### src/rtl/sid_pkg.sv
// Purpose: shared constants and types of the serial channel data path
// Assumes: 32-bit classic Wishbone register access, byte addresses
// Notes:   register offsets are byte addresses of aligned words
package sid_pkg;
  localparam logic [7:0] ADDR_RX_HOLD = 8'h00;
  localparam logic [7:0] ADDR_TX_HOLD = 8'h04;
  localparam logic [7:0] ADDR_MODE    = 8'h08;
  localparam logic [7:0] ADDR_CTRL    = 8'h0C;
  localparam logic [7:0] ADDR_STATE   = 8'h10;
  localparam logic [7:0] ADDR_RATE    = 8'h14;
  // Mode register bits
  localparam int MODE_SYNC     = 0;
  localparam int MODE_CHAR7    = 1;
  localparam int MODE_PAR_EN   = 2;
  localparam int MODE_PAR_ODD  = 3;
  localparam int MODE_TWO_STOP = 4;
  localparam int MODE_MSB      = 5;
  localparam int MODE_SMART    = 6;
  localparam int MODE_EXT_CLK  = 7;
  localparam int MODE_INVERSE  = 8;
  // Control register bits
  localparam int CTRL_TX_EN = 0;
  localparam int CTRL_RX_EN = 1;
  // Serial state register bits
  localparam int ST_TX_EMPTY = 0;
  localparam int ST_RX_FULL  = 1;
  localparam int ST_OVERRUN  = 2;
  localparam int ST_FRAMING  = 3;
  localparam int ST_PARITY   = 4;
  localparam int ST_TX_END   = 5;
  localparam int ST_RX_PIN   = 6;
  // Reset values
  localparam logic [8:0] MODE_RESET = 9'h000;
  localparam logic [1:0] CTRL_RESET = 2'h0;
  localparam logic [7:0] RATE_RESET = 8'h00;
  localparam logic [7:0] HOLD_RESET = 8'h00;
  // Oversampling and data constants
  localparam logic [3:0] SUB_LAST   = 4'hF;
  localparam logic [3:0] SUB_MID    = 4'h7;
  localparam logic [3:0] SYNC_MID   = 4'h8;
  localparam logic [2:0] LAST_BIT8  = 3'h7;
  localparam logic [2:0] LAST_BIT7  = 3'h6;
  localparam logic [7:0] MASK7      = 8'h7F;
  localparam logic [7:0] MASK8      = 8'hFF;
  typedef enum logic [2:0] {
    TX_IDLE   = 3'h0,
    TX_START  = 3'h1,
    TX_DATA   = 3'h2,
    TX_PARITY = 3'h3,
    TX_STOP   = 3'h4,
    TX_GUARD  = 3'h5
  } sid_tx_state_t;
  typedef enum logic [2:0] {
    RX_IDLE   = 3'h0,
    RX_START  = 3'h1,
    RX_DATA   = 3'h2,
    RX_PARITY = 3'h3,
    RX_STOP   = 3'h4,
    RX_ERRSIG = 3'h5
  } sid_rx_state_t;
endpackage : sid_pkg

### src/rtl/sid_serial_channel.sv
// Purpose: one serial channel data path with holding and shift registers
// Assumes: 20 MHz i_clock, pins synchronised here, 16x oversampling
// Notes:   async, clocked sync and smart card framing
`timescale 1ns/1ps
// Notes on behaviour
// - Receive shifter deserialises pin and moves full byte to holding.
// - Receive holding is 8 bits and ignores bus writes.
// - Receive shifter is ready for the next character at once.
// - Empty transmit shifter takes holding content and starts shifting.
// - Waiting holding content follows current character with no gap.
// - Transmit holding is 8 bits, readable and writable any time.
// - Transmit shifter drives the pin and is not bus visible.
// - Transmitter and receiver run independently, full duplex.
// - Async characters are 7 or 8 data bits.
// - Async frame has one or two stop bits, even, odd or no parity.
// - Async receiver flags parity, overrun and framing errors.
// - Clocked sync uses 8-bit characters and flags only overrun.
// - Bit order selectable, except fixed for 7-bit async and inverse smart card.
// - Four requests: transmit end, transmit empty, receive full, error.
// - Empty and full requests also trigger the transfer controller.
// - Software can read the receive pin level directly.
// - Clock from baud divider or external pin outside smart card.
// - Smart card receiver drives error signal on parity error.
// - Smart card transmitter resends on error signal; both conventions.
// - 7-bit async is LSB first and holding top bit is not sent.
// - Receiver checks only first stop bit; low second one starts.
module sid_serial_channel (
  input  wire logic        i_clock,
  input  wire logic        i_nrst,
  input  wire logic        i_wb_cyc,
  input  wire logic        i_wb_stb,
  input  wire logic        i_wb_we,
  input  wire logic [7:0]  i_wb_adr,
  input  wire logic [3:0]  i_wb_sel,
  input  wire logic [31:0] i_wb_dat,
  output logic      [31:0] o_wb_dat,
  output logic             o_wb_ack,
  input  wire logic        i_rxd,
  output logic             o_txd,
  input  wire logic        i_sck,
  output logic             o_sck,
  output logic             o_sck_oe_n,
  output logic             o_req_tx_end,
  output logic             o_req_tx_empty,
  output logic             o_req_rx_full,
  output logic             o_req_rx_error,
  output logic             o_xfer_tx_start,
  output logic             o_xfer_rx_start
);
  import sid_pkg::*;

  function automatic logic pick_bit(input logic [7:0] d, input logic [2:0] i, input logic m);
    pick_bit = m ? d[3'h7 - i] : d[i];
  endfunction : pick_bit

  function automatic logic [7:0] put_bit(input logic [7:0] d, input logic [2:0] i,
                                         input logic m, input logic b);
    put_bit = d;
    if (m) begin
      put_bit[3'h7 - i] = b;
    end else begin
      put_bit[i] = b;
    end
  endfunction : put_bit

  function automatic logic par_of(input logic [7:0] d, input logic c7, input logic odd);
    par_of = (^(d & (c7 ? MASK7 : MASK8))) ^ odd;
  endfunction : par_of

  logic          rxd_meta_reg, rxd_sync_reg, sck_meta_reg, sck_sync_reg, sck_prev_reg;
  logic [8:0]    mode_reg;
  logic [1:0]    ctrl_reg;
  logic [7:0]    rate_reg, rate_cnt_reg;
  logic [7:0]    transmit_holding_reg, receive_holding_reg;
  logic          tx_empty_reg, tx_end_reg, rx_full_reg;
  logic          overrun_reg, framing_reg, parity_reg;
  logic          ack_reg, sck_out_reg, txd_reg, xfer_tx_reg, xfer_rx_reg;
  logic [31:0]   dat_reg;
  logic [3:0]    sync_sub_reg, tx_sub_reg, rx_sub_reg;
  sid_tx_state_t tx_state_reg, tx_state_next;
  logic [2:0]    tx_idx_reg, tx_idx_next;
  logic          tx_stop2_reg, tx_stop2_next, tx_resend_reg, tx_resend_next;
  logic [7:0]    tx_shift_reg;
  sid_rx_state_t rx_state_reg, rx_state_next;
  logic [2:0]    rx_idx_reg, rx_idx_next;
  logic [7:0]    rx_shift_reg, rx_shift_next;
  logic          rx_par_reg, rx_par_next;
  logic          tx_line;
  logic [31:0]   state_word;

  // Pin synchronisers
  always_ff @(posedge i_clock or negedge i_nrst) begin
    if (!i_nrst) begin
      rxd_meta_reg <= 1'b1;
      rxd_sync_reg <= 1'b1;
      sck_meta_reg <= 1'b1;
      sck_sync_reg <= 1'b1;
      sck_prev_reg <= 1'b1;
    end else begin
      rxd_meta_reg <= i_rxd;
      rxd_sync_reg <= rxd_meta_reg;
      sck_meta_reg <= i_sck;
      sck_sync_reg <= sck_meta_reg;
      sck_prev_reg <= sck_sync_reg;
    end
  end

  // Configuration decode
  wire smart     = mode_reg[MODE_SMART];
  wire sync_mode = mode_reg[MODE_SYNC] & ~smart;
  wire char7     = mode_reg[MODE_CHAR7] & ~sync_mode & ~smart;
  wire par_en    = smart | (mode_reg[MODE_PAR_EN] & ~sync_mode);
  wire par_odd   = par_en & mode_reg[MODE_PAR_ODD];
  wire two_stop  = mode_reg[MODE_TWO_STOP] & ~sync_mode & ~smart;
  wire inverse   = smart & mode_reg[MODE_INVERSE];
  wire msb_first = inverse | (mode_reg[MODE_MSB] & ~char7);
  // External clock only outside smart card
  wire ext_clk   = mode_reg[MODE_EXT_CLK] & ~smart;
  wire [2:0] last_idx = char7 ? LAST_BIT7 : LAST_BIT8;
  wire tx_en     = ctrl_reg[CTRL_TX_EN];
  wire rx_en     = ctrl_reg[CTRL_RX_EN];

  // Clock sources
  wire int_tick  = (rate_cnt_reg == rate_reg);
  wire sck_rise  = sck_sync_reg & ~sck_prev_reg;
  wire sck_fall  = ~sck_sync_reg & sck_prev_reg;
  wire tick      = ext_clk ? sck_rise : int_tick;
  wire sync_run  = sync_mode & ((tx_state_reg != TX_IDLE) | (tx_en & ~tx_empty_reg) | rx_en);
  wire bit_start = sync_run & (ext_clk ? sck_fall : (int_tick & (sync_sub_reg == 4'h0)));
  wire bit_mid   = sync_run & (ext_clk ? sck_rise : (int_tick & (sync_sub_reg == SYNC_MID)));

  always_ff @(posedge i_clock or negedge i_nrst) begin
    if (!i_nrst) begin
      rate_cnt_reg <= 8'h00;
      sync_sub_reg <= 4'h0;
      sck_out_reg  <= 1'b1;
    end else begin
      rate_cnt_reg <= int_tick ? 8'h00 : rate_cnt_reg + 8'h01;
      sync_sub_reg <= !sync_run ? 4'h0 : (int_tick ? sync_sub_reg + 4'h1 : sync_sub_reg);
      sck_out_reg  <= ~sync_run | sync_sub_reg[3];
    end
  end

  // Bus decode
  wire wb_req  = i_wb_cyc & i_wb_stb & ~ack_reg;
  wire wr      = wb_req & i_wb_we;
  wire rd      = wb_req & ~i_wb_we;
  wire wr_lo   = wr & i_wb_sel[0];
  wire wr_txh  = wr_lo & (i_wb_adr == ADDR_TX_HOLD);
  wire wr_st   = wr_lo & (i_wb_adr == ADDR_STATE);
  wire rd_rxh  = rd & (i_wb_adr == ADDR_RX_HOLD);

  // Transmit control
  wire tx_adv  = sync_mode ? bit_start : (tick & (tx_sub_reg == SUB_LAST));
  wire tx_mid  = tick & (tx_sub_reg == SUB_MID);
  wire tx_last_end = tx_adv & (
    (sync_mode & (tx_state_reg == TX_DATA) & (tx_idx_reg == last_idx)) |
    (~smart & (tx_state_reg == TX_STOP) & (~two_stop | tx_stop2_reg)) |
    ((tx_state_reg == TX_GUARD) & ~tx_resend_reg));
  wire tx_load = tx_en & ~tx_empty_reg &
                 (((tx_state_reg == TX_IDLE) & (~sync_mode | bit_start)) | tx_last_end);

  always_comb begin
    tx_state_next  = tx_state_reg;
    tx_idx_next    = tx_idx_reg;
    tx_stop2_next  = tx_stop2_reg;
    tx_resend_next = tx_resend_reg;
    if (tx_load) begin
      tx_state_next  = sync_mode ? TX_DATA : TX_START;
      tx_idx_next    = 3'h0;
      tx_stop2_next  = 1'b0;
      tx_resend_next = 1'b0;
    end else if (!tx_en) begin
      tx_state_next = TX_IDLE;
    end else if (tx_adv) begin
      case (tx_state_reg)
        TX_START: begin
          tx_state_next = TX_DATA;
          tx_idx_next   = 3'h0;
        end
        TX_DATA: begin
          if (tx_idx_reg == last_idx) begin
            tx_state_next = sync_mode ? TX_IDLE : (par_en ? TX_PARITY : TX_STOP);
          end else begin
            tx_idx_next = tx_idx_reg + 3'h1;
          end
        end
        TX_PARITY: tx_state_next = TX_STOP;
        TX_STOP: begin
          if (smart) begin
            tx_state_next = TX_GUARD;
          end else if (two_stop & ~tx_stop2_reg) begin
            tx_stop2_next = 1'b1;
          end else begin
            tx_state_next = TX_IDLE;
          end
        end
        TX_GUARD: begin
          tx_state_next  = tx_resend_reg ? TX_START : TX_IDLE;
          tx_resend_next = 1'b0;
        end
        default: tx_state_next = TX_IDLE;
      endcase
    end else if ((tx_state_reg == TX_GUARD) && tx_mid && !rxd_sync_reg) begin
      tx_resend_next = 1'b1;
    end
  end

  always_comb begin
    case (tx_state_reg)
      TX_START:  tx_line = 1'b0;
      TX_DATA:   tx_line = pick_bit(tx_shift_reg, tx_idx_reg, msb_first) ^ inverse;
      TX_PARITY: tx_line = par_of(tx_shift_reg, char7, par_odd) ^ inverse;
      default:   tx_line = 1'b1;
    endcase
  end

  // Transmit path runs on its own counters
  always_ff @(posedge i_clock or negedge i_nrst) begin
    if (!i_nrst) begin
      tx_state_reg  <= TX_IDLE;
      tx_idx_reg    <= 3'h0;
      tx_stop2_reg  <= 1'b0;
      tx_resend_reg <= 1'b0;
      tx_sub_reg    <= 4'h0;
      tx_shift_reg  <= HOLD_RESET;
    end else begin
      tx_state_reg  <= tx_state_next;
      tx_idx_reg    <= tx_idx_next;
      tx_stop2_reg  <= tx_stop2_next;
      tx_resend_reg <= tx_resend_next;
      tx_sub_reg    <= tx_load ? 4'h0 : (tick ? tx_sub_reg + 4'h1 : tx_sub_reg);
      if (tx_load) begin
        tx_shift_reg <= transmit_holding_reg;
      end
    end
  end

  // Receive control
  wire rx_sample = sync_mode ? bit_mid : (tick & (rx_sub_reg == SUB_MID));
  wire rx_bit    = rxd_sync_reg ^ inverse;
  wire rx_done   = rx_en & rx_sample &
                   ((rx_state_reg == RX_STOP) |
                    (sync_mode & (rx_state_reg == RX_DATA) & (rx_idx_reg == last_idx)));
  wire par_bad   = par_en & (par_of(rx_shift_reg, char7, par_odd) != rx_par_reg);

  always_comb begin
    rx_state_next = rx_state_reg;
    rx_idx_next   = rx_idx_reg;
    rx_shift_next = rx_shift_reg;
    rx_par_next   = rx_par_reg;
    if (!rx_en) begin
      rx_state_next = RX_IDLE;
    end else begin
      case (rx_state_reg)
        RX_IDLE: begin
          rx_idx_next = 3'h0;
          if (sync_mode) begin
            rx_state_next = RX_DATA;
          end else if (!rxd_sync_reg) begin
            rx_state_next = RX_START;
            rx_shift_next = 8'h00;
          end
        end
        RX_START: begin
          if (rx_sample) begin
            rx_state_next = rxd_sync_reg ? RX_IDLE : RX_DATA;
          end
        end
        RX_DATA: begin
          if (rx_sample) begin
            rx_shift_next = put_bit(rx_shift_reg, rx_idx_reg, msb_first, rx_bit);
            rx_idx_next   = rx_idx_reg + 3'h1;
            if (rx_idx_reg == last_idx) begin
              rx_idx_next   = 3'h0;
              rx_state_next = sync_mode ? RX_DATA : (par_en ? RX_PARITY : RX_STOP);
            end
          end
        end
        RX_PARITY: begin
          if (rx_sample) begin
            rx_par_next   = rx_bit;
            rx_state_next = RX_STOP;
          end
        end
        RX_STOP: begin
          if (rx_sample) begin
            rx_state_next = (smart & par_bad) ? RX_ERRSIG : RX_IDLE;
          end
        end
        RX_ERRSIG: begin
          if (rx_sample) begin
            rx_state_next = RX_IDLE;
          end
        end
        default: rx_state_next = RX_IDLE;
      endcase
    end
  end

  always_ff @(posedge i_clock or negedge i_nrst) begin
    if (!i_nrst) begin
      rx_state_reg <= RX_IDLE;
      rx_idx_reg   <= 3'h0;
      rx_shift_reg <= 8'h00;
      rx_par_reg   <= 1'b0;
      rx_sub_reg   <= 4'h0;
      txd_reg      <= 1'b1;
    end else begin
      rx_state_reg <= rx_state_next;
      rx_idx_reg   <= rx_idx_next;
      rx_shift_reg <= rx_shift_next;
      rx_par_reg   <= rx_par_next;
      rx_sub_reg   <= (rx_state_reg == RX_IDLE) ? 4'h0 : (tick ? rx_sub_reg + 4'h1 : rx_sub_reg);
      txd_reg      <= tx_line & (rx_state_reg != RX_ERRSIG);
    end
  end

  // Holding registers and flags, set wins over clear
  always_ff @(posedge i_clock or negedge i_nrst) begin
    if (!i_nrst) begin
      transmit_holding_reg <= HOLD_RESET;
      receive_holding_reg  <= HOLD_RESET;
      tx_empty_reg <= 1'b1;
      tx_end_reg   <= 1'b1;
      rx_full_reg  <= 1'b0;
      overrun_reg  <= 1'b0;
      framing_reg  <= 1'b0;
      parity_reg   <= 1'b0;
      xfer_tx_reg  <= 1'b0;
      xfer_rx_reg  <= 1'b0;
    end else begin
      if (wr_txh) begin
        transmit_holding_reg <= i_wb_dat[7:0];
      end
      // Empty flag on move to shifter
      tx_empty_reg <= tx_load | (tx_empty_reg & ~wr_txh);
      tx_end_reg   <= (tx_last_end & ~tx_load) | (tx_end_reg & ~wr_txh);
      // Only receive path loads, older byte kept
      if (rx_done && !rx_full_reg) begin
        receive_holding_reg <= rx_shift_next;
      end
      rx_full_reg  <= (rx_done & ~rx_full_reg) | (rx_full_reg & ~rd_rxh);
      overrun_reg  <= (rx_done & rx_full_reg) | (overrun_reg & ~(wr_st & i_wb_dat[ST_OVERRUN]));
      framing_reg  <= (rx_done & ~sync_mode & ~rxd_sync_reg) |
                      (framing_reg & ~(wr_st & i_wb_dat[ST_FRAMING]));
      parity_reg   <= (rx_done & ~sync_mode & par_bad) |
                      (parity_reg & ~(wr_st & i_wb_dat[ST_PARITY]));
      xfer_tx_reg  <= tx_load;
      xfer_rx_reg  <= rx_done & ~rx_full_reg;
    end
  end

  // Register file
  always_comb begin
    state_word = 32'h0000_0000;
    state_word[ST_TX_EMPTY] = tx_empty_reg;
    state_word[ST_RX_FULL]  = rx_full_reg;
    state_word[ST_OVERRUN]  = overrun_reg;
    state_word[ST_FRAMING]  = framing_reg;
    state_word[ST_PARITY]   = parity_reg;
    state_word[ST_TX_END]   = tx_end_reg;
    state_word[ST_RX_PIN]   = rxd_sync_reg;
  end

  wire [31:0] rd_data =
    (i_wb_adr == ADDR_RX_HOLD) ? {24'h000000, receive_holding_reg} :
    (i_wb_adr == ADDR_TX_HOLD) ? {24'h000000, transmit_holding_reg} :
    (i_wb_adr == ADDR_MODE)    ? {23'h0, mode_reg} :
    (i_wb_adr == ADDR_CTRL)    ? {30'h0, ctrl_reg} :
    (i_wb_adr == ADDR_STATE)   ? state_word :
    (i_wb_adr == ADDR_RATE)    ? {24'h000000, rate_reg} : 32'h0000_0000;

  always_ff @(posedge i_clock or negedge i_nrst) begin
    if (!i_nrst) begin
      mode_reg <= MODE_RESET;
      ctrl_reg <= CTRL_RESET;
      rate_reg <= RATE_RESET;
      ack_reg  <= 1'b0;
      dat_reg  <= 32'h0000_0000;
    end else begin
      ack_reg <= wb_req;
      if (rd) begin
        dat_reg <= rd_data;
      end
      if (wr_lo && (i_wb_adr == ADDR_MODE)) begin
        mode_reg[7:0] <= i_wb_dat[7:0];
      end
      if (wr && i_wb_sel[1] && (i_wb_adr == ADDR_MODE)) begin
        mode_reg[MODE_INVERSE] <= i_wb_dat[MODE_INVERSE];
      end
      if (wr_lo && (i_wb_adr == ADDR_CTRL)) begin
        ctrl_reg <= i_wb_dat[1:0];
      end
      if (wr_lo && (i_wb_adr == ADDR_RATE)) begin
        rate_reg <= i_wb_dat[7:0];
      end
    end
  end

  assign o_wb_ack   = ack_reg;
  assign o_wb_dat   = dat_reg;
  assign o_txd      = txd_reg;
  assign o_sck      = sck_out_reg;
  assign o_sck_oe_n = ~(sync_mode & ~ext_clk);
  assign o_req_tx_end    = tx_end_reg;
  assign o_req_tx_empty  = tx_empty_reg;
  assign o_req_rx_full   = rx_full_reg;
  assign o_req_rx_error  = overrun_reg | framing_reg | parity_reg;
  assign o_xfer_tx_start = xfer_tx_reg;
  assign o_xfer_rx_start = xfer_rx_reg;
endmodule : sid_serial_channel

### config.mk
export PLATFORM = sky130hd
export DESIGN_NAME = sid_serial_channel
export DESIGN_NICKNAME = d
export VERILOG_FILES = /design/src/rtl/sid_pkg.sv /design/src/rtl/sid_serial_channel.sv
export SDC_FILE = /design/constraint.sdc
export NUM_CORES = 1
export LEC_CHECK = 0
export ABC_AREA = 0
export BUFFER_PORTS_ARGS = -buffer_cell sky130_fd_sc_hd__buf_4
export CAP_MARGIN = 20
export CORE_ASPECT_RATIO = 0.6
export CORE_MARGIN = 5
export CORE_UTILIZATION = 26
export CTS_CLUSTER_SIZE = 28
export DETAILED_ROUTE_END_ITERATION = 10
export SYNTH_ARGS = -nofsm -noshare
export SYNTH_HDL_FRONTEND = slang
export SYNTH_SLANG_ARGS = --single-unit
### constraint.sdc
create_clock -name i_clock -period 2.26 [get_ports i_clock]
set_clock_uncertainty 0.05 [all_clocks]
set_input_delay 0.452 -clock i_clock [delete_from_list [all_inputs] [get_ports i_clock]]
set_output_delay 0.452 -clock i_clock [all_outputs]
set_load 0.005 [all_outputs]
Word level (Yosys, flattened, before mapping)
Cells that the tools add are included. W data, S select, Z words.

Register bits after elaboration: 134. Output and inout port bits: 42.

$add $sub $neg: 8. Magnitude comparators: 6. Equal/unequal tests: 39. Mux-type cells: 81. Bitwise logic cells: 109. Reduce and logical (&&, ||, !) cells: 35.

Operators with widths (number): $mux W8 (10); $mux W3 (25); $and A1 B1 Y1 (61); $mux W9 (3); $mux W4 (6); $mux W1 (23); $not A1 Y1 (22); $ne A3 B3 Y1 const B (7); $or A1 B1 Y1 (19); $pmux W3 S6 (1); $and A8 B8 Y8 (2); $bwmux W8 (2); $eq A8 B4 Y1 const B (2); $eq A8 B5 Y1 const B (2); $lt A3 B4 Y1 const B (4); $pmux W8 S2 (1); $reduce_xor A8 Y1 (2); $pmux W3 S5 (1); $reduce_bool A2 Y1 (7); $add A4 B1 Y4 const B (3); $eq A3 B2 Y1 const B (4); $eq A3 B3 Y1 const B (4); $pmux W3 S2 (2); $reduce_and A3 Y1 (4); 32 further kinds (61).

Longest topological paths before layout
Depth after elaboration: 16. Gate-level depth with buffers: 11. Gate-level depth less buffers: 9.

Worst setup path after synthesis
Ideal clock, no wire load.

Path type: reg2reg. Start: register sync_sub_reg[0]. End: register tx_shift_reg[0]. Data arrival time: 2.221 ns. Slack: -0.136 ns. Cell stages (with the launch flop): 10. Cell sequence: dfrtp_1 inv_1 ha_1 or3b_2 o21ai_2 a31oi_4 o22a_2 nor2b_1 buf_6 mux2_4.

Cells in the longest elaborated chain, start to end: 8. Elaborated cells between the ends (all ways): 10.

Ends and longest elaborated chain: start: declaration (RTL line sid_serial_channel.sv:79) `logic [3:0] sync_sub_reg, tx_sub_reg, rx_sub_reg;`; start signal: assignment (RTL line sid_serial_channel.sv:139) `sync_sub_reg <= !sync_run ? 4'h0 : (int_tick ? sync_sub_reg + 4'h1 : sync_sub_reg);`; $logic_not A4 Y1 * (RTL line sid_serial_channel.sv:129) `wire bit_start = sync_run & (ext_clk ? sck_fall : (int_tick & (sync_sub_reg == 4'h0)));`; $and A1 B1 Y1 * (RTL line sid_serial_channel.sv:129); $mux W1 * (RTL line sid_serial_channel.sv:129); $and A1 B1 Y1 * (RTL line sid_serial_channel.sv:129); $or A1 B1 Y1 / $mux W1 (equally long branches) (RTL line sid_serial_channel.sv:161, sid_serial_channel.sv:154); $and A1 B1 Y1, on equally long branches (RTL line sid_serial_channel.sv:161, sid_serial_channel.sv:156); $or A1 B1 Y1 * (RTL line sid_serial_channel.sv:161) `(((tx_state_reg == TX_IDLE) & (~sync_mode | bit_start)) | tx_last_end);`; $and A1 B1 Y1 * (RTL line sid_serial_channel.sv:160) `wire tx_load = tx_en & ~tx_empty_reg &`; end signal: assignment (RTL line sid_serial_channel.sv:234) `tx_shift_reg <= transmit_holding_reg;`; end: declaration (RTL line sid_serial_channel.sv:83) `logic [7:0] tx_shift_reg;`.

Mark *: on every way between the ends. The rest lies on a longest branch, timed or not. A chain may end at the register's enable or synchronous reset.

Final worst setup path
Start: register sync_sub_reg[1]. End: register tx_shift_reg[4].

Same word-level chain as after synthesis.

==> results.tsv <==
stage	metric	value	unit
status	outcome	finished, violations left	
status	violations	negative setup slack	
logic_synthesis	synthArstFlopShare	100	%
sta	hold_ws	141	ps
detailed_routing	drc	0	
detailed_routing	vias	5545	
pwr	p_comb_share	30.9	%
logic_synthesis	synth-seq-cells	111	
logic_synthesis	synth-edff-count	0	
logic_synthesis	syn-mean-instance-area	10.1	sq um
placement	place_congestion	0.852	
clocking	cts_max_path_buffers	2	
worst_setup_path	crit_path_frequent_cell	buf_6	
clocking	cts_tree	built	
pwr	switchingPower	1.88	mW
pwr	p_leak	3.84	nW
worst_setup_path	end_kind	register	
pwr	p_sw_share	33.7	%
final_layout	fin_util	35.2	%
final_layout	area_growth	34.3	%
logic_synthesis	ys_types	73	
sta	rsz0062_at_grt	true	
logic_synthesis	synth_area_leaders	dfrtp_1, mux2_2, dfstp_2, xnor2_1, nor2_1	
final_layout	regArea	0.00279	sq mm
sta	worstMarginPinSlew	588	ps
logic_synthesis	synth_flop_cell	dfrtp_1	
logic_synthesis	syn_area	0.00658	sq mm
logic_synthesis	synth_top_area_share	38.8	%
detailed_routing	drt-met1-wl	10.5	mm
detailed_routing	drt_first_iter_violations	522	
run	maxCapViolations	0	
sta	layout_setup_ws	-191	ps
sta	post-route-min-period	2450	ps
die	coreArea	0.0251	sq mm
sta	relSlewSlack	60.8	%
worst_setup_path	critical-path-max-stage-delay	410	ps
final_layout	fin_nets	853	
pwr	p_int	3.69	mW
global_routing	grt_max_degree	36	
sta	finalHoldViolations	0	
worst_setup_path	crit_chain	inv_1, ha_2, or3b_4, buf_6, o21ai_4, a31oi_4, o22a_4, nor2b_4, buf_6, mux2_4	
detailed_routing	wl_per_cell	17.6	um
pwr	power.density	630	mW/mm^2
detailed_routing	firstDrtPassIters	5	
placement	place.port_buffers	44	
die	fp.dieW	215	um
detailed_routing	via_per_inst	4.92	
die	start_util	26.2	%
global_routing	grt_pass1_vias	5140	
logic_synthesis	yosysWarnings	0	
clocking	cts_buffers	9	
sta	fin_crit_sh	108	%
worst_setup_path	crit_family	simple AND/OR/NAND/NOR gates	
worst_setup_path	crit_slowest_cell	or3b_4	
detailed_routing	wl_met3	1.57	mm
final_layout	nFillCells	2533	
hold_path	whs_path_depth	1	
die	rows	45	
detailed_routing	postRouteAntennaNets	0	
worst_setup_path	worstReg2RegStart	sync_sub_reg[1]$_DFFE_PN0P_	
die	ios	93	
logic_synthesis	yosysTopAreaCell	dfrtp_1	
pwr	power_frac_seq	40.2	%
global_routing	antenna_found_initial	0	
sta	finalMaxSlewViolations	0	
worst_setup_path	critical_path_class	reg2reg	
final_layout	multi_input_area	0.00388	sq mm
logic_synthesis	synth-seq-area-share	42.4	%
worst_setup_path	r2r-end	tx_shift_reg[4]$_DFFE_PN0P_	
clocking	h-tree-depth	3	
hold_path	min_to	sck_meta_reg$_DFF_PN1_	
worst_setup_path	crit_required	2460	ps
hold_path	hold_class	in2reg	
worst_setup_path	ff2ff_path_depth	10	
die	die_h	133	um
pwr	clkPwrFrac	28.9	%
global_routing	grt-ovfl-total	0	
detailed_routing	highest_layer	met4	
worst_setup_path	cp.arrival	2650	ps
worst_setup_path	path_max_fanout	6	
global_routing	track_usage	13.2	%
logic_synthesis	synth_cells	651	
die	die_area	0.0287	sq mm
clocking	cts.sinks	111	
placement	hpwl	14.5	mm
placement	dp_slack	-263	ps
sta	max_freq	408	MHz
clocking	root_buffer	clkbuf_16	
hold_path	worstHoldStart	i_sck	
final_layout	antenna_cells	0	
sta	setup_tns	-4490	ps
worst_setup_path	r2r_slack	-190	ps
pwr	peakVddDrop	0.379	mV
clocking	clk_pin_slew_worst_paths	80	ps
sta	setup-violations-final	34	
detailed_routing	wl	19.8	mm
global_routing	grt_pass1_wl	29.9	mm
worst_setup_path	critPathLaunchType	register	
clocking	clkLatencyLatePin	370	ps
worst_setup_path	cp.buffers_inverters	3	
detailed_routing	wl_met2	7.59	mm
final_layout	final_layout_size_suffix_gt1_share	39.5	%
==> Yosys cell counts (all sizes together), types with 9 or more instances <==
master and n:
mux2i 12, xnor2 26, buf 32, a22oi 12
nor2b 15, a21oi 27, xor2 16, nand3 13
dfrtp 102, dfstp 9, inv 13, and3 9
a31oi 15, clkbuf 24, o221ai 10, nor3 14
nand2 49, o21ai 27, nor2 52, mux2 54
==> worst register-to-register path, stage by stage (launching register included) <==
cell	delay, ps
dfrtp_1	380
inv_1	60
ha_2	170
or3b_4	410
buf_6	140
o21ai_4	150
a31oi_4	110
o22a_4	260
nor2b_4	130
buf_6	170
mux2_4	310
==> how the worst max path moves through the flow <==
stage	depth (start not counted)	slack, ps	startpoint	to
global placement	8	-230	rate_reg[7]$_DFFE_PN0P_	receive_holding_reg[2]$_DFFE_PN0P_
CTS	11	-190	sync_sub_reg[1]$_DFFE_PN0P_	tx_shift_reg[5]$_DFFE_PN0P_
detailed placement	10	-260	rate_reg[7]$_DFFE_PN0P_	tx_shift_reg[1]$_DFFE_PN0P_
finish	10	-190	sync_sub_reg[1]$_DFFE_PN0P_	tx_shift_reg[4]$_DFFE_PN0P_
floorplan	7	-60	tx_state_reg[2]$_DFFE_PN0P_	receive_holding_reg[0]$_DFFE_PN0P_
global route	9	-300	sync_sub_reg[0]$_DFFE_PN0P_	tx_shift_reg[4]$_DFFE_PN0P_
==> placed cells by master, fill, tap and decap left out, types with 9 or more instances in the layout <==
master and count:
nor2b_1 13, nand3_1 13, buf_6 12, a21oi_1 18, nor3_1 11, inv_1 12, clkbuf_16 11, xor2_1 16
nor2_1 51, mux2_2 44, and3_1 9, dfrtp_1 100, xnor2_1 25, buf_4 142, mux2i_1 12, a22oi_1 11
conb_1 23, o21ai_0 23, nand2_1 48, a31oi_1 10, dfstp_2 9, mux2_4 10
==> metal layers <==
metal  vias to the layer above  track usage, %
li1                       2601               -
met1                      2743            22.4
met2                       184            16.4
met3                        17            3.13
met4                         0            2.27
met5                         -               0
==> cell families after synthesis <==
family / after synthesis / synth area share, %
compound gates: 146 / 15.9
buf+inv: 69 / 5.74
mux: 70 / 12.9
flops: 111 / 42.4
simple gates: 204 / 16.0
other cells: 1 / 0.0570
fa+ha+maj: 8 / 1.52
xor+xnor: 42 / 5.59
==> metrics by stage <==
step / cells / power [mW] / cell area, sq um
final: 1128 / 5.57 / 8840
after detailed placement: 1092 / 3.77 / 7920
after floorplan: 673 / 3.15 / 6680
after global routing: 1128 / 5.86 / 8840
after CTS: 1120 / 5.44 / 8500
after global placement: 1092 / 3.76 / 7920
==> power by group through the flow <==
stage	clock network, mW	registers (mW)	logic [mW]
2_1_floorplan	0	2.25	0.900
3_3_place_gp	0	2.28	1.48
3_5_place_dp	0	2.27	1.50
4_1_cts	1.64	2.24	1.57
5_1_grt	1.71	2.26	1.88
6_report	1.61	2.24	1.72
==> cell type report <==
cell class,instances,share of cell area [%]
timing repair buffer,165,16.0
clock buffer,9,2.55
tap,329,4.66
inverter,13,0.552
multi-input combinational,494,43.9
sequential,111,31.6
clock inverter,7,0.736
==> what timing repair did <==
item	4_1_cts	5_1_grt
endpoints found under the setup margin	44	50
gates cloned	2	2
setup buffers	10	11
hold endpoints to repair	20	0
hold buffers	1	0
pin swaps	17	22
gates resized for setup	41	43
(Power assumes the default switching activity.)
